$ cat config.mk
export PLATFORM = sky130hd
export DESIGN_NAME = mac_tx_buffer
export DESIGN_NICKNAME = d
export VERILOG_FILES = /design/src/core/mac_tx_pkg.sv /design/src/core/mac_tx_buffer.sv
export SDC_FILE = /design/constraint.sdc
export NUM_CORES = 2
export LEC_CHECK = 0
export BUFFER_PORTS_ARGS = -buffer_cell sky130_fd_sc_hd__buf_2
export CORE_UTILIZATION = 50
export DETAILED_ROUTE_END_ITERATION = 8
export HOLD_SLACK_MARGIN = 0.1
export PLACE_DENSITY_LB_ADDON = 0.08
export SLEW_MARGIN = 20
export SYNTH_ARGS = -nofsm -noshare
export SYNTH_HDL_FRONTEND = slang
export SYNTH_SLANG_ARGS = --single-unit
$ cat constraint.sdc
create_clock -name CORE_CLK_I -period 12.01 [get_ports CORE_CLK_I]
set_input_delay 2.402 -clock CORE_CLK_I [delete_from_list [all_inputs] [get_ports CORE_CLK_I]]
set_output_delay 2.402 -clock CORE_CLK_I [all_outputs]
set_load 0.05 [all_outputs]
$ cat src/core/mac_tx_pkg.sv
/*
 * Constants and types for the transmit packet buffer and pause generator.
 * Assumes a single 32-bit AHB-Lite master path and one system clock.
 */
package mac_tx_pkg;
	localparam int DEPTH = 64;
	localparam int PTR_W = 7;
	localparam logic [6:0] DEPTH_V = 7'h40;
	localparam logic [6:0] STAT_W32 = 7'h03;
	localparam logic [6:0] STAT_W64 = 7'h02;
	localparam logic [1:0] HT_IDLE = 2'h0;
	localparam logic [1:0] HT_NONSEQ = 2'h2;
	localparam logic [2:0] HSIZE_WORD = 3'h2;
	localparam logic [1:0] K_DATA = 2'h0;
	localparam logic [1:0] K_HEAD = 2'h1;
	localparam logic [1:0] K_PAD = 2'h2;
	localparam logic [1:0] K_END = 2'h3;
	localparam int ERR_BIT = 31;
	localparam logic [15:0] QUANT_RST = 16'hffff;
	localparam logic [47:0] PFC_DA = 48'h0180c2000001;
	localparam logic [15:0] PFC_TYPE = 16'h8808;
	localparam logic [15:0] PFC_OPC = 16'h0101;
	localparam logic [6:0] B_SA = 7'h06;
	localparam logic [6:0] B_TYPE = 7'h0c;
	localparam logic [6:0] B_OPC = 7'h0e;
	localparam logic [6:0] B_VEC = 7'h11;
	localparam logic [6:0] B_QF = 7'h12;
	localparam logic [6:0] B_PAD = 7'h22;
	localparam logic [6:0] B_FCS = 7'h3c;
	localparam logic [6:0] B_END = 7'h40;
	localparam logic [31:0] CRC_POLY = 32'hedb88320;
	typedef enum logic [2:0] {
		F_IDLE = 3'b000,
		F_ADDR = 3'b001,
		F_DATA = 3'b010,
		F_STAT = 3'b011,
		F_HALT = 3'b100
	} fetch_t;
endpackage : mac_tx_pkg

$ cat src/core/mac_tx_buffer.sv
/*
 * Transmit packet buffer with AHB fetch, ordered status and PFC generator.
 * Assumes descriptors are held until acknowledged and frames fit the buffer.
 */
`timescale 1ns/1ns
`default_nettype none
module mac_tx_buffer (
	// Clock and reset.
	input wire logic CORE_CLK_I,
	input wire logic NRST_I,
	// Frame descriptor and control.
	input wire logic FRAME_REQ_I,
	input wire logic [31:0] FRAME_ADDR_I,
	input wire logic [5:0] FRAME_WORDS_I,
	input wire logic DP64_I,
	input wire logic RESTART_I,
	output logic FRAME_ACK_O,
	output logic FETCH_HALTED_O,
	// AHB master read port.
	output logic [1:0] HTRANS_O,
	output logic [31:0] HADDR_O,
	output logic [2:0] HSIZE_O,
	output logic HWRITE_O,
	input wire logic [31:0] HRDATA_I,
	input wire logic HREADY_I,
	input wire logic HRESP_I,
	// MAC transmit side.
	output logic [31:0] TX_DATA_O,
	output logic TX_VALID_O,
	input wire logic TX_READY_I,
	output logic STAT_VALID_O,
	output logic STAT_ERR_O,
	output logic [5:0] STAT_LEN_O,
	output logic AHB_ERR_IRQ_O,
	// Priority pause generator.
	input wire logic PFC_TRIG_I,
	input wire logic [15:0] PFC_PAUSE_I,
	input wire logic QUANT_WR_I,
	input wire logic [15:0] QUANT_DATA_I,
	input wire logic [47:0] MAC_SA_I,
	output logic [7:0] PFC_BYTE_O,
	output logic PFC_VALID_O,
	input wire logic PFC_READY_I,
	output logic PAUSE_TX_IRQ_O,
	output logic PAUSE_STAT_INC_O
);
	////////////////////////////////////////////////////////////////////////
	logic [33:0] mem_r [mac_tx_pkg::DEPTH];
	mac_tx_pkg::fetch_t fetch_r, fetch_nxt;
	logic [6:0] wr_r, wr_nxt, start_r, start_nxt, commit_r, commit_nxt;
	logic [6:0] rd_r, rd_nxt, free_r, free_nxt;
	logic [31:0] addr_r, addr_nxt;
	logic [5:0] cnt_r, cnt_nxt, len_r, len_nxt;
	logic [6:0] sidx_r, sidx_nxt;
	logic err_r, err_nxt, ack_nxt;
	logic [1:0] htrans_nxt;
	logic halted_nxt;
	logic wr_en;
	logic [33:0] wr_data;
	logic [6:0] used, space, need, sw;

	assign HSIZE_O = mac_tx_pkg::HSIZE_WORD;
	assign HWRITE_O = 1'b0;
	assign used = wr_r - free_r;
	assign space = mac_tx_pkg::DEPTH_V - used;
	assign sw = DP64_I ? mac_tx_pkg::STAT_W64 : mac_tx_pkg::STAT_W32;
	assign need = {1'b0, FRAME_WORDS_I} + sw;

	always_comb begin
		fetch_nxt = fetch_r;
		wr_nxt = wr_r;
		start_nxt = start_r;
		commit_nxt = commit_r;
		addr_nxt = addr_r;
		cnt_nxt = cnt_r;
		len_nxt = len_r;
		sidx_nxt = sidx_r;
		err_nxt = err_r;
		ack_nxt = 1'b0;
		wr_en = 1'b0;
		wr_data = '0;
		unique case (fetch_r)
			mac_tx_pkg::F_IDLE: begin
				// Waiting here for space is what lets freed packets refill.
				if (FRAME_REQ_I && space >= need) begin
					ack_nxt = 1'b1;
					addr_nxt = FRAME_ADDR_I;
					cnt_nxt = FRAME_WORDS_I;
					len_nxt = FRAME_WORDS_I;
					start_nxt = wr_r;
					err_nxt = 1'b0;
					sidx_nxt = '0;
					fetch_nxt = mac_tx_pkg::F_ADDR;
				end
			end
			mac_tx_pkg::F_ADDR: begin
				if (HREADY_I) begin
					fetch_nxt = mac_tx_pkg::F_DATA;
				end
			end
			mac_tx_pkg::F_DATA: begin
				if (HRESP_I) begin
					wr_nxt = start_r;
					err_nxt = 1'b1;
					fetch_nxt = mac_tx_pkg::F_STAT;
				end else if (HREADY_I) begin
					wr_en = 1'b1;
					wr_data = {mac_tx_pkg::K_DATA, HRDATA_I};
					wr_nxt = wr_r + 7'h01;
					cnt_nxt = cnt_r - 6'h01;
					addr_nxt = addr_r + 32'h4;
					fetch_nxt = (cnt_r == 6'h01) ? mac_tx_pkg::F_STAT
						: mac_tx_pkg::F_ADDR;
				end
			end
			mac_tx_pkg::F_STAT: begin
				wr_en = 1'b1;
				wr_data = {mac_tx_pkg::K_PAD, 32'h0};
				if (sidx_r == '0) begin
					wr_data = {mac_tx_pkg::K_HEAD, err_r, 25'h0, len_r};
				end else if (sidx_r == sw - 7'h01) begin
					wr_data = {mac_tx_pkg::K_END, 32'h0};
				end
				wr_nxt = wr_r + 7'h01;
				sidx_nxt = sidx_r + 7'h01;
				if (sidx_r == sw - 7'h01) begin
					commit_nxt = wr_r + 7'h01;
					fetch_nxt = err_r ? mac_tx_pkg::F_HALT
						: mac_tx_pkg::F_IDLE;
				end
			end
			mac_tx_pkg::F_HALT: begin
				if (RESTART_I) begin
					fetch_nxt = mac_tx_pkg::F_IDLE;
				end
			end
			default: fetch_nxt = mac_tx_pkg::F_IDLE;
		endcase
		htrans_nxt = (fetch_nxt == mac_tx_pkg::F_ADDR) ?
			mac_tx_pkg::HT_NONSEQ : mac_tx_pkg::HT_IDLE;
		halted_nxt = (fetch_nxt == mac_tx_pkg::F_HALT);
	end

	always_ff @(posedge CORE_CLK_I or negedge NRST_I) begin
		if (!NRST_I) begin
			fetch_r <= mac_tx_pkg::F_IDLE;
			wr_r <= '0;
			start_r <= '0;
			commit_r <= '0;
			addr_r <= '0;
			cnt_r <= '0;
			len_r <= '0;
			sidx_r <= '0;
			err_r <= 1'b0;
			FRAME_ACK_O <= 1'b0;
			HTRANS_O <= mac_tx_pkg::HT_IDLE;
			HADDR_O <= '0;
			FETCH_HALTED_O <= 1'b0;
		end else begin
			fetch_r <= fetch_nxt;
			wr_r <= wr_nxt;
			start_r <= start_nxt;
			commit_r <= commit_nxt;
			addr_r <= addr_nxt;
			cnt_r <= cnt_nxt;
			len_r <= len_nxt;
			sidx_r <= sidx_nxt;
			err_r <= err_nxt;
			FRAME_ACK_O <= ack_nxt;
			HTRANS_O <= htrans_nxt;
			HADDR_O <= addr_nxt;
			FETCH_HALTED_O <= halted_nxt;
		end
	end

	// The storage carries no reset; only committed entries are ever read.
	always_ff @(posedge CORE_CLK_I) begin
		if (wr_en) begin
			mem_r[wr_r[5:0]] <= wr_data;
		end
	end

	////////////////////////////////////////////////////////////////////////
	logic [33:0] ent;
	logic take, txv_nxt, stv_nxt, ste_nxt, irq_nxt;
	logic [31:0] txd_nxt;
	logic [5:0] stl_nxt;

	assign ent = mem_r[rd_r[5:0]];
	// Any frame, a software-built pause frame too, drains the same way.
	assign take = (rd_r != commit_r) && (!TX_VALID_O || TX_READY_I);

	always_comb begin
		rd_nxt = rd_r;
		free_nxt = free_r;
		txv_nxt = TX_VALID_O && !TX_READY_I;
		txd_nxt = TX_DATA_O;
		stv_nxt = 1'b0;
		ste_nxt = STAT_ERR_O;
		stl_nxt = STAT_LEN_O;
		irq_nxt = 1'b0;
		if (take) begin
			rd_nxt = rd_r + 7'h01;
			if (ent[33:32] == mac_tx_pkg::K_DATA) begin
				txv_nxt = 1'b1;
				txd_nxt = ent[31:0];
			end else if (ent[33:32] == mac_tx_pkg::K_HEAD) begin
				stv_nxt = 1'b1;
				ste_nxt = ent[mac_tx_pkg::ERR_BIT];
				stl_nxt = ent[5:0];
				irq_nxt = ent[mac_tx_pkg::ERR_BIT];
			end else if (ent[33:32] == mac_tx_pkg::K_END) begin
				free_nxt = rd_r + 7'h01;
			end
		end
	end

	always_ff @(posedge CORE_CLK_I or negedge NRST_I) begin
		if (!NRST_I) begin
			rd_r <= '0;
			free_r <= '0;
			TX_VALID_O <= 1'b0;
			TX_DATA_O <= '0;
			STAT_VALID_O <= 1'b0;
			STAT_ERR_O <= 1'b0;
			STAT_LEN_O <= '0;
			AHB_ERR_IRQ_O <= 1'b0;
		end else begin
			rd_r <= rd_nxt;
			free_r <= free_nxt;
			TX_VALID_O <= txv_nxt;
			TX_DATA_O <= txd_nxt;
			STAT_VALID_O <= stv_nxt;
			STAT_ERR_O <= ste_nxt;
			STAT_LEN_O <= stl_nxt;
			AHB_ERR_IRQ_O <= irq_nxt;
		end
	end

	////////////////////////////////////////////////////////////////////////
	logic [15:0] quant_r, quant_nxt;
	logic [7:0] vec_r, vec_nxt, mask_r, mask_nxt;
	logic [6:0] pidx_r, pidx_nxt, qoff;
	logic [31:0] crc_r, crc_nxt;
	logic busy_r, busy_nxt, pv_nxt, done_nxt, adv;
	logic [7:0] pb_nxt, cur;
	logic [15:0] qf;

	function automatic logic [31:0] crc_step(input logic [31:0] c,
		input logic [7:0] d);
		logic [31:0] x;
		x = c ^ {24'h0, d};
		for (int i = 0; i < 8; i++) begin
			x = x[0] ? ((x >> 1) ^ mac_tx_pkg::CRC_POLY) : (x >> 1);
		end
		return x;
	endfunction : crc_step

	assign adv = busy_r && (!PFC_VALID_O || PFC_READY_I);
	assign qoff = pidx_r - mac_tx_pkg::B_QF;
	assign qf = mask_r[qoff[3:1]] ? 16'h0 : quant_r;

	always_comb begin
		cur = 8'h00;
		if (pidx_r < mac_tx_pkg::B_SA) begin
			cur = mac_tx_pkg::PFC_DA[8 * (5 - pidx_r[2:0]) +: 8];
		end else if (pidx_r < mac_tx_pkg::B_TYPE) begin
			cur = MAC_SA_I[8 * (11 - pidx_r[3:0]) +: 8];
		end else if (pidx_r < mac_tx_pkg::B_OPC) begin
			cur = pidx_r[0] ? mac_tx_pkg::PFC_TYPE[7:0]
				: mac_tx_pkg::PFC_TYPE[15:8];
		end else if (pidx_r < mac_tx_pkg::B_VEC - 7'h01) begin
			// The byte ahead of the vector is its zero upper half.
			cur = pidx_r[0] ? mac_tx_pkg::PFC_OPC[7:0]
				: mac_tx_pkg::PFC_OPC[15:8];
		end else if (pidx_r == mac_tx_pkg::B_VEC) begin
			cur = vec_r;
		end else if (pidx_r >= mac_tx_pkg::B_QF
			&& pidx_r < mac_tx_pkg::B_PAD) begin
			cur = qoff[0] ? qf[7:0] : qf[15:8];
		end else if (pidx_r >= mac_tx_pkg::B_FCS) begin
			cur = ~crc_r[8 * pidx_r[1:0] +: 8];
		end
	end

	always_comb begin
		quant_nxt = QUANT_WR_I ? QUANT_DATA_I : quant_r;
		vec_nxt = vec_r;
		mask_nxt = mask_r;
		pidx_nxt = pidx_r;
		crc_nxt = crc_r;
		busy_nxt = busy_r;
		pv_nxt = PFC_VALID_O && !PFC_READY_I;
		pb_nxt = PFC_BYTE_O;
		done_nxt = 1'b0;
		if (!busy_r && PFC_TRIG_I) begin
			busy_nxt = 1'b1;
			vec_nxt = PFC_PAUSE_I[7:0];
			mask_nxt = PFC_PAUSE_I[15:8];
			pidx_nxt = '0;
			crc_nxt = 32'hffffffff;
		end else if (adv && pidx_r == mac_tx_pkg::B_END) begin
			busy_nxt = 1'b0;
			done_nxt = 1'b1;
		end else if (adv) begin
			pv_nxt = 1'b1;
			pb_nxt = cur;
			pidx_nxt = pidx_r + 7'h01;
			if (pidx_r < mac_tx_pkg::B_FCS) begin
				crc_nxt = crc_step(crc_r, cur);
			end
		end
	end

	always_ff @(posedge CORE_CLK_I or negedge NRST_I) begin
		if (!NRST_I) begin
			quant_r <= mac_tx_pkg::QUANT_RST;
			vec_r <= '0;
			mask_r <= '0;
			pidx_r <= '0;
			crc_r <= '0;
			busy_r <= 1'b0;
			PFC_VALID_O <= 1'b0;
			PFC_BYTE_O <= '0;
			PAUSE_TX_IRQ_O <= 1'b0;
			PAUSE_STAT_INC_O <= 1'b0;
		end else begin
			quant_r <= quant_nxt;
			vec_r <= vec_nxt;
			mask_r <= mask_nxt;
			pidx_r <= pidx_nxt;
			crc_r <= crc_nxt;
			busy_r <= busy_nxt;
			PFC_VALID_O <= pv_nxt;
			PFC_BYTE_O <= pb_nxt;
			PAUSE_TX_IRQ_O <= done_nxt;
			PAUSE_STAT_INC_O <= done_nxt;
		end
	end

	////////////////////////////////////////////////////////////////////////
	logic qwr_seen_r;
	logic [6:0] sent_r;
	always_ff @(posedge CORE_CLK_I or negedge NRST_I) begin
		if (!NRST_I) begin
			qwr_seen_r <= 1'b0;
			sent_r <= '0;
		end else begin
			qwr_seen_r <= qwr_seen_r || QUANT_WR_I;
			if (!busy_r) begin
				sent_r <= '0;
			end else if (PFC_VALID_O && PFC_READY_I) begin
				sent_r <= sent_r + 7'h01;
			end
		end
	end
endmodule : mac_tx_buffer
`default_nettype wire

==> out/metrics.cfg <==
[floorplanning]
fp.dieH_um = 438.2
fp.dieW_um = 438.2
die-area_mm2 = 0.1920
start_util_pct = 50.50
core_area_mm2 = 0.1884
ios = 254
core.rowCount = 159

[yosys]
synth_area_mm2 = 0.09515
synthXorXnorAreaFrac_pct = 1.180
synthSimpleGateAreaFrac_pct = 2.342
syn_area_per_cell_um2 = 21.48
yosysWarningCount = 0
synth-seq-area-share_pct = 74.40
ys_ff_latch = 2393
synth-adder-area-share_pct = 0.4813
async_flop_share_pct = 9.068
ys_types = 84
synth_top_family_by_area = multiplexers
synthCells = 4429
synth_compound_area_share_pct = 2.013
synth_edf_count = 2176
yosys-mux-area-fraction_pct = 18.30
synth_flop_cell = edfxtp_1

[global_route]
first_global_vias = 47015
overflow = 0
grt_usage_pct = 26.17
grt_max_degree = 132
grt_pass1_wl_um = 354000
antenna_found_initial = 9

[layout]
layout-drive-gt1-share_pct = 33.17
final_nets = 4994
stdcell_count = 7495
fill_cells = 13801
final_common_cell = edfxtp_1
final_core_util_pct = 57.15
multiInputGateArea_mm2 = 0.02375
register_area_mm2 = 0.07082
final_area_mm2 = 0.1077
layout_common_cells = edfxtp_1 (2176), mux4_2 (722), buf_2 (247)
area_growth_syn_to_layout_pct = 13.15

[cts]
worstSkewPairLatency_ns = 0.87
clockBufferDepth = 3
cts_inserted_buffers = 236
cts_num_sinks = 2393
clkTransAtPathRegs_ns = 0.06
cts_hold_buf = 0
cts_setup_buffers = 0
root_buffer = clkbuf_16
htree_levels = 4
cts_tree = done
cts_resized = 0

[sta]
finalSetupViolations = 0
fmax_ghz = 0.1731
fin_setup_tns_ns = 0
relSlewSlack_pct = 23.39
worst_pin_slew_ns = 1.146
setup_slack_ns = 6.233
rsz0062_at_grt = false
holdWs_ns = 0.4719
skew_ns = 0.03285
hold_viol = 0
fin_crit_sh_pct = 48.10
slew_violations = 0
min_period_ns = 5.777

[route]
ant_nets = 0
vias = 46705
routedWlPerCell_um = 33.20
drt_iter0_drc = 5019
vias_per_cell = 6.231
dr.pass1.iters = 5
drc = 0
totalWireLength_um = 248900

[power_and_ir_drop]
p_per_area_mw_per_mm2 = 247.4
power.total_mw = 26.64
switching_share_pct = 32.72
internal-power_mw = 17.92
ir_drop_mv = 0.2347
switching_power_mw = 8.715
seq_power_share_pct = 38.4
p_comb_share_pct = 34.4
leakagePower_nw = 35.62
clockPowerShare_pct = 27.3

[job]
cap_violations = 0

[outcome]
status = completed

[placed_design]
placed_cells = 7054
dpl_cell_area_mm2 = 0.1001
pre_cts_ws_ns = 5.798
port_buffers = 248
post-dp-hpwl_um = 142200
gp_congestion = 0.8268

[critical_path]
path_max_fanout = 49
crit_required_ns = 12.74
crit_arrival_ns = 6.50
endpoint_kind = flip-flop
cp-start-kind = flip-flop
criticalPathCategory = flip-flop to flip-flop

[hold_path]
worstHoldPathType = flip-flop to flip-flop

critical path, cell delays in order (launching register included):
cell	delay, ns
dfrtp_4	0.58
buf_4	0.73
buf_4	0.88
mux4_2	0.61
mux4_2	0.54
mux4_2	0.55
nor3b_4	0.35
buf_4	0.79
mux2_2	0.41
per-layer routing:
metal | global-route usage (%) | vias to the layer above | wire length (um)
met5 | 0 | - | 13
met4 | 6.705 | 2 | 5965
met3 | 4.406 | 306 | 17910
met2 | 42.12 | 1876 | 121400
met1 | 37.51 | 25349 | 103600
li1 | - | 19172 | -
synthesized netlist by cell type, drive strengths merged (5+ instances only):
cell type / count / area share (%)
dfstp: 16 / 0.44
nor2: 144 / 0.57
o31ai: 6 / 0.058
a21oi: 100 / 0.54
dfrtp: 201 / 5.3
xor2: 38 / 0.38
mux4: 722 / 17
edfxtp: 2176 / 69
nand2b: 8 / 0.053
clkbuf: 149 / 0.59
nand4: 13 / 0.085
nor3: 37 / 0.21
o22a: 9 / 0.083
a31oi: 12 / 0.085
buf: 100 / 0.55
inv: 33 / 0.13
o211ai: 5 / 0.039
and3: 19 / 0.12
nor3b: 6 / 0.053
a21o: 10 / 0.079
ha: 35 / 0.46
nand3: 33 / 0.17
a2111oi: 5 / 0.095
mux2i: 29 / 0.31
a22o: 7 / 0.064
nor2b: 9 / 0.059
nand2: 154 / 0.61
o21ai: 105 / 0.56
a211oi: 8 / 0.063
nor4: 7 / 0.046
xnor2: 64 / 0.73
mux2: 76 / 0.90
and2: 32 / 0.21
power by group through the flow:
stage          Combinational [mW]  Sequential [mW]  Clock, mW
5_1_grt                      9.73             10.3       7.68
4_1_cts                      9.31             10.2       7.39
6_report                     9.15             10.2       7.26
3_5_place_dp                 9.27             10.4          0
3_3_place_gp                 9.22             10.4          0
2_1_floorplan                6.21             10.6          0
cell families (layout without fill, tap and decap cells):
logic type               after synthesis  count (layout)
AND/OR/NAND/NOR                      481             481
adder cells (fa/ha/maj)               36              36
other                                  2               9
buffers and inverters                283             847
multiplexers                         827             827
XOR/XNOR                             105             105
AO/OA/AOI/OAI                        302             302
flip-flops                          2393            2393
state kept, by name (all words and copies together), names as in the netlist, 8 cells and up:
register and flops:
mem_r 2176, TX_DATA_O 32, addr_r 32, crc_r 32, quant_r 16, PFC_BYTE_O 8, mask_r 8, vec_r 8
final timing paths:
| kind | startpoint | to | slack, ns | cells after the start |
|---|---|---|---|---|
| setup / recovery | rd_r[0] | TX_DATA_O[6] | 6.23 | 8 |
| hold / removal | PFC_BYTE_O[2] | PFC_BYTE_O[2] | 0.47 | 2 |
| setup reg to reg | rd_r[0] | TX_DATA_O[6] | 6.23 | 8 |
| hold reg to reg | PFC_BYTE_O[2] | PFC_BYTE_O[2] | 0.47 | 2 |
| max in group asynchronous | NRST_I | TX_DATA_O[28] | 9.04 | 2 |
| min in group asynchronous | NRST_I | cnt_r[0] | 1.54 | 1 |
cell type report:
cell class / count / share of cell area [%]
Multi-Input combinational cell: 1756 / 22.06
Tap cell: 2495 / 2.900
Sequential cell: 2393 / 65.78
Clock buffer: 299 / 5.792
Clock inverter: 138 / 1.223
Inverter: 34 / 0.1185
Timing Repair Buffer: 376 / 2.124
Antenna cell: 4 / 0.009297
Power figures use the tool's default switching activity.
